<file path="config.mk">
export PLATFORM = sky130hd
export DESIGN_NAME = edat_timing
export DESIGN_NICKNAME = d
export VERILOG_FILES = /design/src/rtl/edat_pkg.sv /design/src/rtl/edat_timing.sv /design/src/rtl/edat_phase.sv
export SDC_FILE = /design/constraint.sdc
export NUM_CORES = 1
export LEC_CHECK = 0
export BUFFER_PORTS_ARGS = -buffer_cell sky130_fd_sc_hd__buf_2
export CAP_MARGIN = 0
export CORE_MARGIN = 3
export CORE_UTILIZATION = 56
export DETAILED_ROUTE_END_ITERATION = 7
export PLACE_DENSITY = 0.87
export SKIP_LAST_GASP = 1
export SYNTH_ARGS = -nofsm -noshare
export SYNTH_HDL_FRONTEND = slang
export SYNTH_SLANG_ARGS = --single-unit
</file>
<file path="constraint.sdc">
create_clock -name core_clk -period 3.3 [get_ports core_clk]
set_input_delay 0.66 -clock core_clk [delete_from_list [all_inputs] [get_ports core_clk]]
set_output_delay 0.66 -clock core_clk [all_outputs]
set_load 0.01 [all_outputs]
</file>
<file path="src/rtl/edat_pkg.sv">
// Constants, layouts and types for external data access timing
package edat_pkg;

  // ----------------------------------------
  // Special function register map
  // ----------------------------------------
  localparam logic [7:0] SFR_PTR_LO_ADDR = 8'h82;
  localparam logic [7:0] SFR_PTR_HI_ADDR = 8'h83;
  localparam logic [7:0] SFR_DPS_ADDR = 8'h86;
  localparam logic [7:0] SFR_CLKCTRL_ADDR = 8'h8f;
  localparam logic [7:0] SFR_MEMMAP_ADDR = 8'h9c;
  localparam logic [7:0] SFR_TA_ADDR = 8'hc7;

  // ----------------------------------------
  // Field positions and reset values
  // ----------------------------------------
  localparam int DPS_SEL_BIT = 0;
  localparam int STRETCH_LSB = 0;
  localparam int STRETCH_MSB = 2;
  localparam int WAIT_EN_BIT = 7;
  localparam logic [7:0] DPS_RESET = 8'h00;
  localparam logic [7:0] CLKCTRL_RESET = 8'h01;
  localparam logic WAIT_EN_RESET = 1'b0;
  localparam logic [15:0] PTR_RESET = 16'h0000;
  localparam logic [7:0] ZERO_BYTE = 8'h00;
  localparam logic [2:0] STRETCH_ZERO = 3'h0;
  localparam logic [2:0] REMAIN_ONE = 3'h1;
  localparam logic [15:0] PTR_STEP = 16'h0001;

  // ----------------------------------------
  // Timed access protection
  // ----------------------------------------
  localparam logic [7:0] TA_KEY_FIRST = 8'haa;
  localparam logic [7:0] TA_KEY_SECOND = 8'h55;
  localparam int CLK_PERIOD_NS = 10;
  localparam int TA_OPEN_NS = 40;
  localparam int TA_OPEN_CLKS_INT = (TA_OPEN_NS + CLK_PERIOD_NS - 1) / CLK_PERIOD_NS;
  localparam logic [3:0] TA_OPEN_CLKS = 4'(TA_OPEN_CLKS_INT);
  localparam logic [3:0] TA_CNT_ZERO = 4'h0;
  localparam logic [3:0] TA_CNT_STEP = 4'h1;

  // ----------------------------------------
  // States
  // ----------------------------------------
  typedef enum logic [3:0] {
    PH_C1 = 4'b0001,
    PH_C2 = 4'b0010,
    PH_C3 = 4'b0100,
    PH_C4 = 4'b1000
  } edat_phase_type;

  typedef enum logic [1:0] {
    MV_IDLE = 2'b01,
    MV_ACCESS = 2'b10
  } edat_move_type;

  // ----------------------------------------
  // Carriers
  // ----------------------------------------
  typedef struct packed {
    logic en;
    logic [7:0] addr;
    logic [7:0] data;
  } edat_sfr_wr_type;

  typedef struct packed {
    logic write;
    logic indirect;
    logic [7:0] wrData;
  } edat_move_cmd_type;

  typedef struct packed {
    logic [15:0] addr;
    logic [7:0] wrData;
    logic dataOe;
    logic rdStrobe_n;
    logic wrStrobe_n;
  } edat_ext_bus_type;

endpackage : edat_pkg

</file>
<file path="src/rtl/edat_timing.sv">
// External data move timing, address sourcing and pointer registers
`timescale 1ns/1ns
`default_nettype none
module edat_timing (
  input wire logic core_clk,
  input wire logic rst_n,
  input wire logic clkEn,
  input wire edat_pkg::edat_sfr_wr_type sfrWr,
  input wire logic [7:0] sfrRdAddr,
  output logic [7:0] sfrRdData,
  input wire logic moveReq,
  input wire edat_pkg::edat_move_cmd_type moveCmd,
  input wire logic [7:0] indirectLow,
  input wire logic [7:0] port2Latch,
  input wire logic ptrIncr,
  input wire logic port4Bit0Pin_n,
  input wire logic [7:0] rdBusIn,
  output logic opFetch,
  output logic cpuHold,
  output logic moveDone,
  output logic [7:0] rdData,
  output edat_pkg::edat_ext_bus_type extBus
);

  // ----------------------------------------
  // Helpers
  // ----------------------------------------
  function automatic logic sfrHit(input edat_pkg::edat_sfr_wr_type wr, input logic [7:0] addr);
    sfrHit = wr.en && (wr.addr == addr);
  endfunction : sfrHit

  // Strobe window for a given access position
  function automatic logic strobeOn(
    input logic active,
    input logic first,
    input logic [2:0] remain,
    input logic zeroStretch,
    input edat_pkg::edat_phase_type ph
  );
    logic startOk;
    logic endOk;
    startOk = !first || (zeroStretch ? (ph != edat_pkg::PH_C1) :
      (ph == edat_pkg::PH_C3 || ph == edat_pkg::PH_C4));
    endOk = (remain != edat_pkg::STRETCH_ZERO) || (zeroStretch ? (ph != edat_pkg::PH_C4) :
      (ph == edat_pkg::PH_C1 || ph == edat_pkg::PH_C2));
    strobeOn = active && startOk && endOk;
  endfunction : strobeOn

  // ----------------------------------------
  // Machine cycle phase
  // ----------------------------------------
  edat_pkg::edat_phase_type phase;
  edat_pkg::edat_phase_type phaseNext;

  edat_phase phaseGen (
    .core_clk(core_clk),
    .rst_n(rst_n),
    .clkEn(clkEn),
    .phase(phase)
  );

  assign phaseNext = (phase == edat_pkg::PH_C1) ? edat_pkg::PH_C2 :
                     (phase == edat_pkg::PH_C2) ? edat_pkg::PH_C3 :
                     (phase == edat_pkg::PH_C3) ? edat_pkg::PH_C4 : edat_pkg::PH_C1;

  // ----------------------------------------
  // Register state
  // ----------------------------------------
  logic [7:0] dpsQ;
  logic [7:0] clkCtrlQ;
  logic waitEnQ;
  logic [15:0] ptrQ [0:1];
  logic taArmedQ;
  logic [3:0] taCntQ;
  logic [3:0] taCntD;
  logic taArmedD;
  logic [7:0] sfrRdDataQ;
  logic [7:0] sfrRdMux;

  wire ptrIdx = dpsQ[edat_pkg::DPS_SEL_BIT];
  wire [15:0] selPtr = ptrQ[ptrIdx];
  wire [2:0] stretchField = clkCtrlQ[edat_pkg::STRETCH_MSB:edat_pkg::STRETCH_LSB];

  wire wrDps = sfrHit(sfrWr, edat_pkg::SFR_DPS_ADDR);
  wire wrClkCtrl = sfrHit(sfrWr, edat_pkg::SFR_CLKCTRL_ADDR);
  wire wrMemMap = sfrHit(sfrWr, edat_pkg::SFR_MEMMAP_ADDR);
  wire wrTa = sfrHit(sfrWr, edat_pkg::SFR_TA_ADDR);
  wire wrPtrLo = sfrHit(sfrWr, edat_pkg::SFR_PTR_LO_ADDR);
  wire wrPtrHi = sfrHit(sfrWr, edat_pkg::SFR_PTR_HI_ADDR);

  // only the select bit is stored
  wire [7:0] dpsD = {7'h00, sfrWr.data[edat_pkg::DPS_SEL_BIT]};

  // writes and increments act on selected pointer
  wire ptrWe = wrPtrLo || wrPtrHi || ptrIncr;
  wire [15:0] ptrIncVal = selPtr + edat_pkg::PTR_STEP;
  wire [15:0] ptrBase = ptrIncr ? ptrIncVal : selPtr;
  wire [15:0] ptrD = wrPtrLo ? {ptrBase[15:8], sfrWr.data} :
                     wrPtrHi ? {sfrWr.data, ptrBase[7:0]} : ptrBase;

  // ----------------------------------------
  // Timed access gate
  // ----------------------------------------
  wire taKey1 = wrTa && (sfrWr.data == edat_pkg::TA_KEY_FIRST);
  wire taKey2 = wrTa && taArmedQ && (sfrWr.data == edat_pkg::TA_KEY_SECOND);
  wire taOpen = (taCntQ != edat_pkg::TA_CNT_ZERO);
  // wait enable changes only inside the open window
  wire waitEnWe = wrMemMap && taOpen;

  // Any stray write disarms, so the keys must be back to back
  assign taArmedD = taKey1 ? 1'b1 : (sfrWr.en ? 1'b0 : taArmedQ);
  assign taCntD = taKey2 ? edat_pkg::TA_OPEN_CLKS :
                  wrMemMap ? edat_pkg::TA_CNT_ZERO :
                  taOpen ? (taCntQ - edat_pkg::TA_CNT_STEP) : edat_pkg::TA_CNT_ZERO;

  always_ff @(posedge core_clk or negedge rst_n) begin
    if (!rst_n) begin
      dpsQ <= edat_pkg::DPS_RESET;
      clkCtrlQ <= edat_pkg::CLKCTRL_RESET;
      waitEnQ <= edat_pkg::WAIT_EN_RESET;
      taArmedQ <= 1'b0;
      taCntQ <= edat_pkg::TA_CNT_ZERO;
      sfrRdDataQ <= edat_pkg::ZERO_BYTE;
    end else if (clkEn) begin
      if (wrDps) begin
        dpsQ <= dpsD;
      end
      if (wrClkCtrl) begin
        clkCtrlQ <= sfrWr.data;
      end
      if (waitEnWe) begin
        waitEnQ <= sfrWr.data[edat_pkg::WAIT_EN_BIT];
      end
      taArmedQ <= taArmedD;
      taCntQ <= taCntD;
      sfrRdDataQ <= sfrRdMux;
    end
  end

  always_ff @(posedge core_clk or negedge rst_n) begin
    if (!rst_n) begin
      ptrQ[0] <= edat_pkg::PTR_RESET;
      ptrQ[1] <= edat_pkg::PTR_RESET;
    end else if (clkEn && ptrWe) begin
      ptrQ[ptrIdx] <= ptrD;
    end
  end

  // Unmapped addresses read zero
  assign sfrRdMux = (sfrRdAddr == edat_pkg::SFR_DPS_ADDR) ? dpsQ :
                    (sfrRdAddr == edat_pkg::SFR_CLKCTRL_ADDR) ? clkCtrlQ :
                    (sfrRdAddr == edat_pkg::SFR_MEMMAP_ADDR) ? {waitEnQ, 7'h00} :
                    (sfrRdAddr == edat_pkg::SFR_PTR_LO_ADDR) ? selPtr[7:0] :
                    (sfrRdAddr == edat_pkg::SFR_PTR_HI_ADDR) ? selPtr[15:8] : edat_pkg::ZERO_BYTE;
  assign sfrRdData = sfrRdDataQ;

  // ----------------------------------------
  // Move sequencer
  // ----------------------------------------
  edat_pkg::edat_move_type moveQ;
  edat_pkg::edat_move_type moveD;
  logic firstQ;
  logic firstD;
  logic [2:0] remainQ;
  logic [2:0] remainD;
  logic zeroStretchQ;
  logic isWriteQ;
  logic moveDoneQ;
  logic [7:0] rdDataQ;
  edat_pkg::edat_ext_bus_type busQ;
  edat_pkg::edat_ext_bus_type busD;

  wire active = (moveQ == edat_pkg::MV_ACCESS);
  // request taken at the last state of its fetch cycle
  wire moveStart = !active && moveReq && (phase == edat_pkg::PH_C4);
  wire cycleEnd = (phase == edat_pkg::PH_C4);
  wire lastCycle = (remainQ == edat_pkg::STRETCH_ZERO);
  // wait pin honoured only while enabled
  // sampled at the second state of the last access cycle
  wire waitSeen = active && lastCycle && waitEnQ && (phase == edat_pkg::PH_C2) && !port4Bit0Pin_n;
  wire moveEnd = active && lastCycle && cycleEnd;

  // indirect register low, port 2 latch high
  wire [15:0] startAddr = moveCmd.indirect ? {port2Latch, indirectLow} : selPtr;

  always_comb begin
    case (moveQ)
      edat_pkg::MV_IDLE: moveD = moveStart ? edat_pkg::MV_ACCESS : edat_pkg::MV_IDLE;
      edat_pkg::MV_ACCESS: moveD = moveEnd ? edat_pkg::MV_IDLE : edat_pkg::MV_ACCESS;
      default: moveD = edat_pkg::MV_IDLE;
    endcase
  end

  // stretch n gives n access cycles beyond the first
  // each wait adds one more access cycle
  assign remainD = moveStart ? stretchField :
                   waitSeen ? edat_pkg::REMAIN_ONE :
                   (active && cycleEnd && !lastCycle) ? (remainQ - edat_pkg::REMAIN_ONE) : remainQ;
  assign firstD = moveStart ? 1'b1 : ((active && cycleEnd) ? 1'b0 : firstQ);

  wire zeroStretchD = moveStart ? (stretchField == edat_pkg::STRETCH_ZERO) : zeroStretchQ;
  wire activeD = (moveD == edat_pkg::MV_ACCESS);
  // strobe spans 2 clocks at zero, else 4 per stretch step
  wire strobeNow = strobeOn(active, firstQ, remainQ, zeroStretchQ, phase);
  wire strobeNext = strobeOn(activeD, firstD, remainD, zeroStretchD, phaseNext);
  wire writeD = moveStart ? moveCmd.write : isWriteQ;
  wire rdCapture = strobeNow && !strobeNext && !isWriteQ;

  always_comb begin
    busD = busQ;
    if (moveStart) begin
      busD.addr = startAddr;
      busD.wrData = moveCmd.wrData;
    end
    busD.dataOe = activeD && writeD;
    busD.rdStrobe_n = !(strobeNext && !writeD);
    busD.wrStrobe_n = !(strobeNext && writeD);
  end

  always_ff @(posedge core_clk or negedge rst_n) begin
    if (!rst_n) begin
      moveQ <= edat_pkg::MV_IDLE;
      firstQ <= 1'b0;
      remainQ <= edat_pkg::STRETCH_ZERO;
      zeroStretchQ <= 1'b0;
      isWriteQ <= 1'b0;
    end else if (clkEn) begin
      moveQ <= moveD;
      firstQ <= firstD;
      remainQ <= remainD;
      zeroStretchQ <= zeroStretchD;
      isWriteQ <= writeD;
    end
  end

  always_ff @(posedge core_clk or negedge rst_n) begin
    if (!rst_n) begin
      busQ <= '{
        addr: edat_pkg::PTR_RESET,
        wrData: edat_pkg::ZERO_BYTE,
        dataOe: 1'b0,
        rdStrobe_n: 1'b1,
        wrStrobe_n: 1'b1
      };
      moveDoneQ <= 1'b0;
    end else if (clkEn) begin
      busQ <= busD;
      moveDoneQ <= moveEnd;
    end
  end

  // ----------------------------------------
  // Read data capture
  // ----------------------------------------
  // taken at last strobe clock
  // Sampled while strobe still low, so a slow device has the whole width
  always_ff @(posedge core_clk or negedge rst_n) begin
    if (!rst_n) begin
      rdDataQ <= edat_pkg::ZERO_BYTE;
    end else if (clkEn && rdCapture) begin
      rdDataQ <= rdBusIn;
    end
  end

  // ----------------------------------------
  // Core side
  // ----------------------------------------
  // one fetch slot at the first state of each free cycle
  assign opFetch = (phase == edat_pkg::PH_C1) && !active;
  // core held only while a move is in its access cycles
  assign cpuHold = active;
  assign moveDone = moveDoneQ;
  assign rdData = rdDataQ;
  assign extBus = busQ;

endmodule : edat_timing
`default_nettype wire

</file>
<file path="src/rtl/edat_phase.sv">
// Four-state machine cycle sequencer
`timescale 1ns/1ns
`default_nettype none
module edat_phase (
  input wire logic core_clk,
  input wire logic rst_n,
  input wire logic clkEn,
  output var edat_pkg::edat_phase_type phase
);

  edat_pkg::edat_phase_type phaseQ;
  edat_pkg::edat_phase_type phaseD;

  // ----------------------------------------
  // State order
  // ----------------------------------------
  // fixed state order
  always_comb begin
    case (phaseQ)
      edat_pkg::PH_C1: phaseD = edat_pkg::PH_C2;
      edat_pkg::PH_C2: phaseD = edat_pkg::PH_C3;
      edat_pkg::PH_C3: phaseD = edat_pkg::PH_C4;
      edat_pkg::PH_C4: phaseD = edat_pkg::PH_C1;
      default: phaseD = edat_pkg::PH_C1;
    endcase
  end

  always_ff @(posedge core_clk or negedge rst_n) begin
    if (!rst_n) begin
      phaseQ <= edat_pkg::PH_C1;
    end else if (clkEn) begin
      phaseQ <= phaseD;
    end
  end

  assign phase = phaseQ;

endmodule : edat_phase
`default_nettype wire

</file>
==> flow_results.org, run 1 <==
** Final layout
- Final antenna diode count :: 0
- Signed area change from the synthesized netlist to the final layout :: 15.4%
- Fill cell count :: 820
- Area used by sequential logic in the layout :: 2580 um^2
- Summing all multi-input logic gate instances after layout gives 2870 um^2.
- Share of final-layout standard cells stronger than drive strength 1 :: 27.5%
- Post-route design area :: 6530 um^2
- # nets final :: 772

** Place
- Port buffering added 110 buffers.
- Final weighted congestion of routability-driven global placement :: 0.896
- Before CTS, the worst setup slack after placement is 0.790 ns.
- Post-detail-place hpwl :: 10700 um
- The placed instances occupy a cell area of 6340 um^2.

** Min path
- Tightest Hold Check Type :: primary input to async pin

** Logic synthesis
- Most frequently used flop master after synthesis :: sky130_fd_sc_hd__dfrtp_1
- During synthesis, Yosys emitted a total of 0 warnings.
- After synthesis, the mean cell area works out to 9.42 um^2.
- Multiplexer fraction of the synthesized cell area :: 12.3%
- The number of nets in the synthesized netlist is 672.
- Counting every instance in the synthesized netlist gives 601.
- Summing the areas of all compound-gate instances in the mapped netlist gives 16.2% of the synthesized area.
- Of the total synthesized cell area, the portion taken by XOR and XNOR cells is 2.01%.
- Number of library cell types mapped by synthesis :: 63
- After synthesis the netlist holds a flip-flop and latch count of 103.
- Area share of and/or/nand/nor cells after synthesis :: 18.8%
- Sequential cell area fraction in the yosys report :: 45.6%
- In this run the cell area of the synthesized design comes to 5660 um^2.
- Count of flip-flops with a built-in enable after synthesis :: 0
- By area, the combinational part of the netlist is dominated by simple AND/OR/NAND/NOR gates.
- Adder-cell share of the synthesized area :: 1.33%
- In the synthesized netlist the async set-or-reset flop fraction comes to 100%.

** CTS
- Clock tree from TritonCTS :: done
- H-tree level count :: 3
- Clock tree buffer depth :: 2
- For the worst-skew pair, the clock arrives at the later sink with an insertion delay of 0.37 ns.
- Once the clock tree was built, the resizer swapped 0 gates to a different size.
- Clock tree synthesis inserted a total of 9 buffers.
- Buffers added to address setup during post-CTS repair amount to 0.
- Hold-fix buffers at CTS :: 0
- Root buffer cell :: sky130_fd_sc_hd__clkbuf_8
- Clk sinks :: 103
- Clock-pin slew of the registers on the worst-case setup and hold paths :: 0.10 ns

** Floorplanning
- Die ar. :: 11400 um^2
- For this configuration, the core starts out at a cell density of 57.7%.
- I/O pin total :: 111
- The floorplan step defined a core boundary enclosing 9820 um^2.
- The die is 107 um tall.
- Overall die width :: 107 um
- The initialized floorplan defines 36 standard-cell rows.

** Power
- In this run the power density over the cells is 660 nW/um^2.
- Net switching is 39.2% of the power.
- Portion of total power attributed to combinational logic :: 38.3%
- P_sw :: 1.69 mW
- The share of total power dissipated in the clock network is 18.8%.
- Sequential cells account for 42.9% of the total power.
- Summed over all cells, the static leakage comes to 3.08 nW.
- The internal portion of the total power is 2.62 mW.
- Across the VDD grid, the largest voltage drop is 0.000406 V.

** GRT
- Total gr overflow :: 0
- First-pass GRT wire length :: 23700 um
- Pin count of the biggest net entering global routing :: 67
- Gr usage total :: 25.9%
- The via count of the first global-routing pass is 4910.
- The initial antenna violation count is 0.

** STA
- Post-route minimum period :: 2.58 ns
- For this run, the top clock speed supported by timing is 387 MHz.
- Endpoints failing setup :: 0
- Setup repair after global routing left no endpoint under its margin.
- On the final layout, the worst clock skew is 0.00806 ns.
- Worst-case setup margin in the final layout :: 0.719 ns
- Post-route fraction of the period consumed by the critical path :: 78.2%
- The final-report hold violation count came to 0.
- Number of pins with negative max-slew slack in the final report :: 0
- Headroom to the max-slew limit came out at 51.0%.
- Final-layout setup total negative slack :: 0 ns
- For the pin with the worst max-slew slack, the measured transition is 0.729 ns.
- Hold_ws :: 0.248 ns

** Routing
- Post-route DRC violation count :: 0
- The routed layout has 4987 vias.
- Number of search-and-repair iterations in the first detailed-routing pass :: 5
- First-iteration detailed-routing DRC count :: 339
- Routed Wire Length :: 14600 um
- Antenna-violating nets left :: 0
- Average wire per cell in the routed design :: 17.4 um
- Mean number of vias per cell :: 5.95

** Status
- The run finished with clean final reports.

** Worst setup path
- In this run the worst setup path begins at phaseGen.phase[1].
- FF-to-FF Start :: phaseGen.phase[1]
- Worst-path fanout max :: 12
- The worst setup path is captured at a flip-flop.
- STA puts the critical path data arrival time at 2.83 ns.
- STA classifies the critical path startpoint as a flip-flop.
- The critical path is of the flip-flop to flip-flop type.
- Req. time, crit path :: 3.55 ns

** Flow run
- Max-cap violations in this run came to 0.
==> per-stage QoR <==
step | total power [mW] | utilization [%] | cells
after floorplan | 2.95 | - | 601
after global placement | 3.41 | 64.6 | 823
after detailed placement | 3.50 | 64.6 | 823
after CTS | 4.32 | 66.5 | 838
after global routing | 4.60 | 66.5 | 838
final | 4.31 | 66.5 | 838
==> final timing paths <==
check | end | slack, ns | cells past startpoint
setup / recovery | rdData[4] | 0.72 | 6
min in group core_clk | extBus[15] | 0.49 | 2
setup reg to reg | rdData[4] | 0.72 | 6
hold / removal | taCntQ[1] | 0.25 | 1
hold reg to reg | extBus[15] | 0.49 | 2
max in group asynchronous | clkCtrlQ[0] | 2.29 | 2
==> power groups by stage <==
stage	Sequential [mW]	Combinational (mW)	Clock (mW)
after floorplan	1.84	1.11	0
final	1.85	1.65	0.812
after detailed placement	1.86	1.64	0
after global placement	1.84	1.57	0
after CTS	1.84	1.65	0.830
after global routing	1.90	1.84	0.863
==> final cells by class <==
type	count	area share, %
multi-input combinational	447	43.9
sequential	103	39.5
timing repair buffer	121	9.92
tap	133	2.55
clock buffer	9	1.90
inverter	19	1.09
clock inverter	6	1.05
==> cells in the mapped netlist (2+ instances only) <==
cell type	instances	area [um^2]
sky130_fd_sc_hd__nor3_1	11	55.1
sky130_fd_sc_hd__ha_1	6	75.1
sky130_fd_sc_hd__nor3b_1	2	15.0
sky130_fd_sc_hd__a211o_2	2	20.0
sky130_fd_sc_hd__nor4bb_1	3	30.0
sky130_fd_sc_hd__o22ai_1	3	18.8
sky130_fd_sc_hd__and4b_1	2	20.0
sky130_fd_sc_hd__inv_1	18	67.6
sky130_fd_sc_hd__mux2i_1	29	290
sky130_fd_sc_hd__nand4_1	8	50.1
sky130_fd_sc_hd__a31oi_1	8	50.1
sky130_fd_sc_hd__xor2_1	3	26.3
sky130_fd_sc_hd__buf_1	3	11.3
sky130_fd_sc_hd__nand3_1	15	75.1
sky130_fd_sc_hd__dfrtp_1	98	2450
sky130_fd_sc_hd__o211ai_1	4	30.0
sky130_fd_sc_hd__dfstp_2	5	131
sky130_fd_sc_hd__mux2_2	36	405
sky130_fd_sc_hd__a31o_2	2	17.5
sky130_fd_sc_hd__a21oi_1	58	290
sky130_fd_sc_hd__o31ai_1	3	22.5
sky130_fd_sc_hd__buf_2	3	15.0
sky130_fd_sc_hd__a211oi_1	2	15.0
sky130_fd_sc_hd__nand3b_1	9	67.6
sky130_fd_sc_hd__and4_1	2	17.5
sky130_fd_sc_hd__buf_6	2	22.5
sky130_fd_sc_hd__clkbuf_1	23	86.3
sky130_fd_sc_hd__xnor2_1	10	87.6
sky130_fd_sc_hd__nor2_1	77	289
sky130_fd_sc_hd__a221oi_1	6	52.6
sky130_fd_sc_hd__a22o_1	2	17.5
sky130_fd_sc_hd__o21ai_0	44	220
sky130_fd_sc_hd__a22oi_1	3	22.5
sky130_fd_sc_hd__nand2b_1	3	18.8
sky130_fd_sc_hd__nand2_1	60	225
sky130_fd_sc_hd__nor2b_1	5	31.3
sky130_fd_sc_hd__or3_1	3	18.8
sky130_fd_sc_hd__and2_1	2	12.5
sky130_fd_sc_hd__and3_1	2	12.5
==> critical path, cell delays in order, from the launching register on <==
cell,delay (ns)
sky130_fd_sc_hd__dfrtp_1,0.53
sky130_fd_sc_hd__nor4b_4,0.55
sky130_fd_sc_hd__and3b_1,0.41
sky130_fd_sc_hd__a211o_2,0.18
sky130_fd_sc_hd__o211ai_4,0.08
sky130_fd_sc_hd__a21oi_4,0.33
sky130_fd_sc_hd__mux2_2,0.38
==> cell families (layout without fill, tap and decap cells) <==
family | after synthesis | after routing
XOR/XNOR | 13 | 13
AO/OA/AOI/OAI | 149 | 149
adder cells (fa/ha/maj) | 6 | 6
AND/OR/NAND/NOR | 214 | 214
flip-flops | 103 | 103
multiplexers | 65 | 65
buffers and inverters | 51 | 155
==> flip-flops by register name, indices dropped and copies added, names as in the netlist <==
name            cells
dpsQ                1
taArmedQ            1
extBus             27
remainQ             3
firstQ              1
ptrQ               32
moveDone            1
isWriteQ            1
sfrRdData           8
waitEnQ             1
clkCtrlQ            8
phaseGen.phase      4
taCntQ              4
rdData              8
zeroStretchQ        1
moveQ               2
==> routing by layer <==
metal | part of all wire (%) | up-vias | wire length (um) | GRT usage, %
met5 | 0 | - | 0 | 0
met2 | 52 | 204 | 7510 | 44.3
met1 | 39 | 2402 | 5670 | 32.5
li1 | - | 2334 | - | -
met4 | 3.3 | 0 | 479 | 10.1
met3 | 6.1 | 47 | 895 | 4.82
==> layout by cell type, fill, tap and decap left out, types with 3 or more instances in the layout <==
| cell | count |
|---|---|
| sky130_fd_sc_hd__buf_4 | 11 |
| sky130_fd_sc_hd__nand4_1 | 8 |
| sky130_fd_sc_hd__a221oi_1 | 6 |
| sky130_fd_sc_hd__mux2_2 | 36 |
| sky130_fd_sc_hd__xnor2_1 | 10 |
| sky130_fd_sc_hd__xor2_1 | 3 |
| sky130_fd_sc_hd__ha_1 | 6 |
| sky130_fd_sc_hd__o211ai_1 | 4 |
| sky130_fd_sc_hd__a22oi_1 | 3 |
| sky130_fd_sc_hd__mux2i_1 | 29 |
| sky130_fd_sc_hd__dfrtp_1 | 98 |
| sky130_fd_sc_hd__or3_1 | 3 |
| sky130_fd_sc_hd__a21oi_1 | 58 |
| sky130_fd_sc_hd__nor3_1 | 10 |
| sky130_fd_sc_hd__a31oi_1 | 8 |
| sky130_fd_sc_hd__nand3b_1 | 9 |
| sky130_fd_sc_hd__nand2b_1 | 3 |
| sky130_fd_sc_hd__nand3_1 | 15 |
| sky130_fd_sc_hd__nor4bb_1 | 3 |
| sky130_fd_sc_hd__nand2_1 | 60 |
| sky130_fd_sc_hd__nor2_1 | 77 |
| sky130_fd_sc_hd__clkbuf_8 | 9 |
| sky130_fd_sc_hd__o31ai_1 | 3 |
| sky130_fd_sc_hd__o22ai_1 | 3 |
| sky130_fd_sc_hd__nor2b_1 | 5 |
| sky130_fd_sc_hd__dfstp_2 | 5 |
| sky130_fd_sc_hd__o21ai_0 | 44 |
| sky130_fd_sc_hd__buf_2 | 109 |
| sky130_fd_sc_hd__inv_6 | 3 |
| sky130_fd_sc_hd__inv_1 | 18 |
(Power assumes the default switching activity.)
==> inputs of run 2 (changes only) <==
Settings changed: CORE_UTILIZATION 56 to 50, PLACE_DENSITY 0.87 to 0.82.
Clock period 3.3 ns to 2.1 ns, I/O delays scaled along.
==> flow_results.org, run 2 (synthesis results as in run 1) <==
** Power
- The part of the total power dissipated in sequential elements came to 34.2% (-8.7 points).
- P_sw :: 3.08 mW (+82%)
- The fraction of power spent switching nets was 36.9% (-2.3 points).
- The leakage power of the design is 3.62 nW (+18%).
- Power per unit of standard cell area :: 1100 nW/um^2 (+66%)
- The part of the total power dissipated in combinational logic is 43.5% (+5.2 points).
- The worst vdd rail ir drop came to 0.000673 V (+66%).
- The cell internal power dissipation was 5.28 mW (+100%).
- Final total power :: 8.36 mW (+94%)
- The clock network power share came to 22.3% (+3.5 points).

** Routing
- Average wire per cell in the routed design :: 18.4 um (+5.9%)
- Routed Wire Length :: 17100 um (+18%)
- The total via count after detailed routing was 5407 (+8.4%).
- The remaining antenna violation count after routing is 0 (unchanged).
- Mean number of vias per cell :: 5.81 (-2.4%)
- First-iteration detailed-routing DRC count :: 354 (+4.4%)
- Post-route DRC violation count :: 0 (unchanged)
- The number of detailed-routing iterations run before antenna repair came to 5 (unchanged).

** Floorplanning
- The die height was 112 um (+5.5%).
- I/O pin total :: 111 (unchanged)
- The number of placement rows is 38 (+5.6%).
- Core region area :: 10900 um^2 (+11%)
- The die area was 12600 um^2 (+11%).
- The starting density of the core came to 51.8% (-5.9 points).
- Overall die width :: 112 um (+5.5%)

** GRT
- Pin count of the biggest net entering global routing :: 44 (-34%)
- The leftover overflow at the end of global routing was 0 (unchanged).
- Number of antenna violations at the first check in global routing :: 1 (+1)
- The via count of the first global-routing pass was 5508 (+12%).
- The total track usage was 26.9% (+1.1 points).
- The global-route wire length before repair was 27100 um (+14%).

** Flow run
- Total of max-cap violations :: 0 (unchanged)

** Final layout
- The library cell used most frequently in the layout, excluding fill and tap cells, is sky130_fd_sc_hd__buf_2.
- Fill cell count :: 819 (-0.12%)
- Largest reg by FF count :: ptrQ
- Share of final-layout standard cells stronger than drive strength 1 :: 38.5% (+11 points)
- From synthesis to final layout, the design area changed by 34.4%.
- Area used by multi-input combinational logic :: 3090 um^2 (+7.6%)
- The library cells used most frequently in the layout, excluding fill and tap cells, are 109 x sky130_fd_sc_hd__buf_2, 97 x sky130_fd_sc_hd__dfrtp_1, 81 x sky130_fd_sc_hd__buf_4.
- The flip-flop count of the largest register, all copies and words added was 32 (unchanged).
- Final Core Density :: 69.6% (+3.1 points)
- # nets final :: 856 (+11%)
- The register area was 2580 um^2 (about the same).

** CTS
- Clock tree from TritonCTS :: done
- The number of sinks on the clock net came to 103 (unchanged).
- Clock tree buffer depth :: 2 (unchanged)
- The number of H-tree branching levels was 3 (unchanged).
- Root buffer cell :: sky130_fd_sc_hd__clkbuf_16
- Clock network latency to the later pin of the worst-skew pair :: 0.36 ns (about the same)
- Clock-pin slew of the registers on the worst-case setup and hold paths :: 0.07 ns (-0.03 ns)
- Number of clock buffers inserted by TritonCTS :: 9 (unchanged)
- Hold-fix buffers at CTS :: 0 (unchanged)

** STA
- The relative max-transition margin is 64.2% (+13 points).
- The accumulated negative setup slack is -1.50 ns (-1.50 ns).
- The clock skew after layout was 0.00943 ns (+0.00137 ns).
- Hold_ws :: 0.00356 ns (-0.245 ns)
- Setup repair after global routing could not meet its margin everywhere.
- Endpoints failing setup :: 17 (+17)
- Worst-case setup margin in the final layout :: -0.147 ns (-0.866 ns)
- The fmax came to 445 MHz (+15%).
- Number of pins with negative max-slew slack in the final report :: 0 (unchanged)
- The measured slew at the worst slew-check pin is 0.536 ns (-0.193 ns).
- The clock period minus final worst setup slack is 2.25 ns (-0.334 ns).
- Post-route fraction of the period consumed by the critical path :: 107% (+29 points)
- Final Hold Vio Count :: 0 (unchanged)

** Place
- Final weighted congestion of routability-driven global placement :: 0.909 (+1.4%)
- The total of buffers placed on input and output ports was 110 (unchanged).
- Post-detail-place hpwl :: 12300 um (+15%)
- Worst setup slack after placement :: -0.178 ns (-0.968 ns)

** Worst setup path
- Setup Crit Path Kind :: flip-flop to flip-flop
- Critical path launch point type :: flip-flop
- Worst-path fanout max :: 8 (-4)
- Walking the worst path, the cells encountered are buf_6 -> nor4b_4 -> buf_4 -> and2_4 -> a221o_1 -> a31oi_4 -> a21oi_4 -> buf_12 -> mux2_4.
- For this design, the slowest cell found on the critical path is sky130_fd_sc_hd__a221o_1.
- Maximum single-stage delay on the critical path :: 0.42 ns (-0.13 ns)
- The critical path arrival is 2.49 ns (-0.34 ns).
- STA classifies the critical path endpoint as a flip-flop.
- The data required time at the worst endpoint was 2.35 ns (-1.20 ns).

** Min path
- Tightest Hold Check Type :: primary input to async pin

** Status
- Status :: complete, but fails checks
- The checks that failed: setup timing.
## run 2: cell types whose count changed in the layout (fill, tap and decap cells not counted), moves of 5 or more
cell / delta
sky130_fd_sc_hd__buf_4: +70
sky130_fd_sc_hd__buf_6: +8
sky130_fd_sc_hd__clkbuf_16: +9
sky130_fd_sc_hd__clkbuf_8: -9
sky130_fd_sc_hd__mux2_2: -5
sky130_fd_sc_hd__mux2_4: +5
## run 2: through the flow
stage | instance area [um^2] | std cells
global route | 7610 | 931
CTS | 7390 | 922
floorplan | 5710 | 601
global placement | 6840 | 887
finish | 7610 | 931
detailed placement | 6840 | 887
## run 2: metal layers
| layer | share of wire, % | vias to the layer above | GRT usage, % |
|---|---|---|---|
| met3 | 4.6 | 61 | 4.53 |
| met1 | 40 | 2633 | 32.5 |
| met2 | 50 | 191 | 45.4 |
| met5 | 0 | - | 0 |
| li1 | - | 2522 | - |
| met4 | 4.8 | 0 | 15.8 |
## run 2: final cells by class
type	count	share of cell area, %
diodes	1	0.0329
clock inverters	7	1.35
multi-input cells	448	40.6
flip-flops and latches	103	34.0
clock buffers	9	2.96
well taps	140	2.30
repair buffers	204	17.9
inverters	19	0.937
## run 2: worst max-delay path, delay by kind of cell, from the launching register on
kind            cells  cell delay (ns)
compound gates      3             0.72
buf+inv             3             0.43
flops               1             0.41
mux                 1             0.30
simple gates        2             0.28
## run 2: final timing paths
kind | cells after the start | startpoint | slack [ns] | end
max | 9 | phaseGen.phase[3] | -0.15 | rdData[5]
min | 1 | rst_n | 0.004 | taCntQ[0]
max reg2reg | 9 | phaseGen.phase[3] | -0.15 | rdData[5]
min reg2reg | 2 | extBus[22] | 0.48 | extBus[22]
max in group asynchronous | 2 | rst_n | 1.44 | extBus[21]
min in group core_clk | 2 | moveCmd[3] | 0.29 | extBus[6]
## run 2: what timing repair did
item / CTS / global route
pin swaps: 19 / 27
gates cloned: 1 / 0
endpoints found under the setup margin: 21 / 27
gates resized for setup: 16 / 36
buffers inserted: 19 / 9
## run 2: power groups by stage
stage	clock (mW)	sequential, mW	combinational, mW
2_1_floorplan	0	2.90	1.77
3_3_place_gp	0	2.84	3.10
3_5_place_dp	0	2.87	3.19
4_1_cts	1.89	2.85	3.35
5_1_grt	1.96	2.92	3.98
6_report	1.86	2.86	3.64
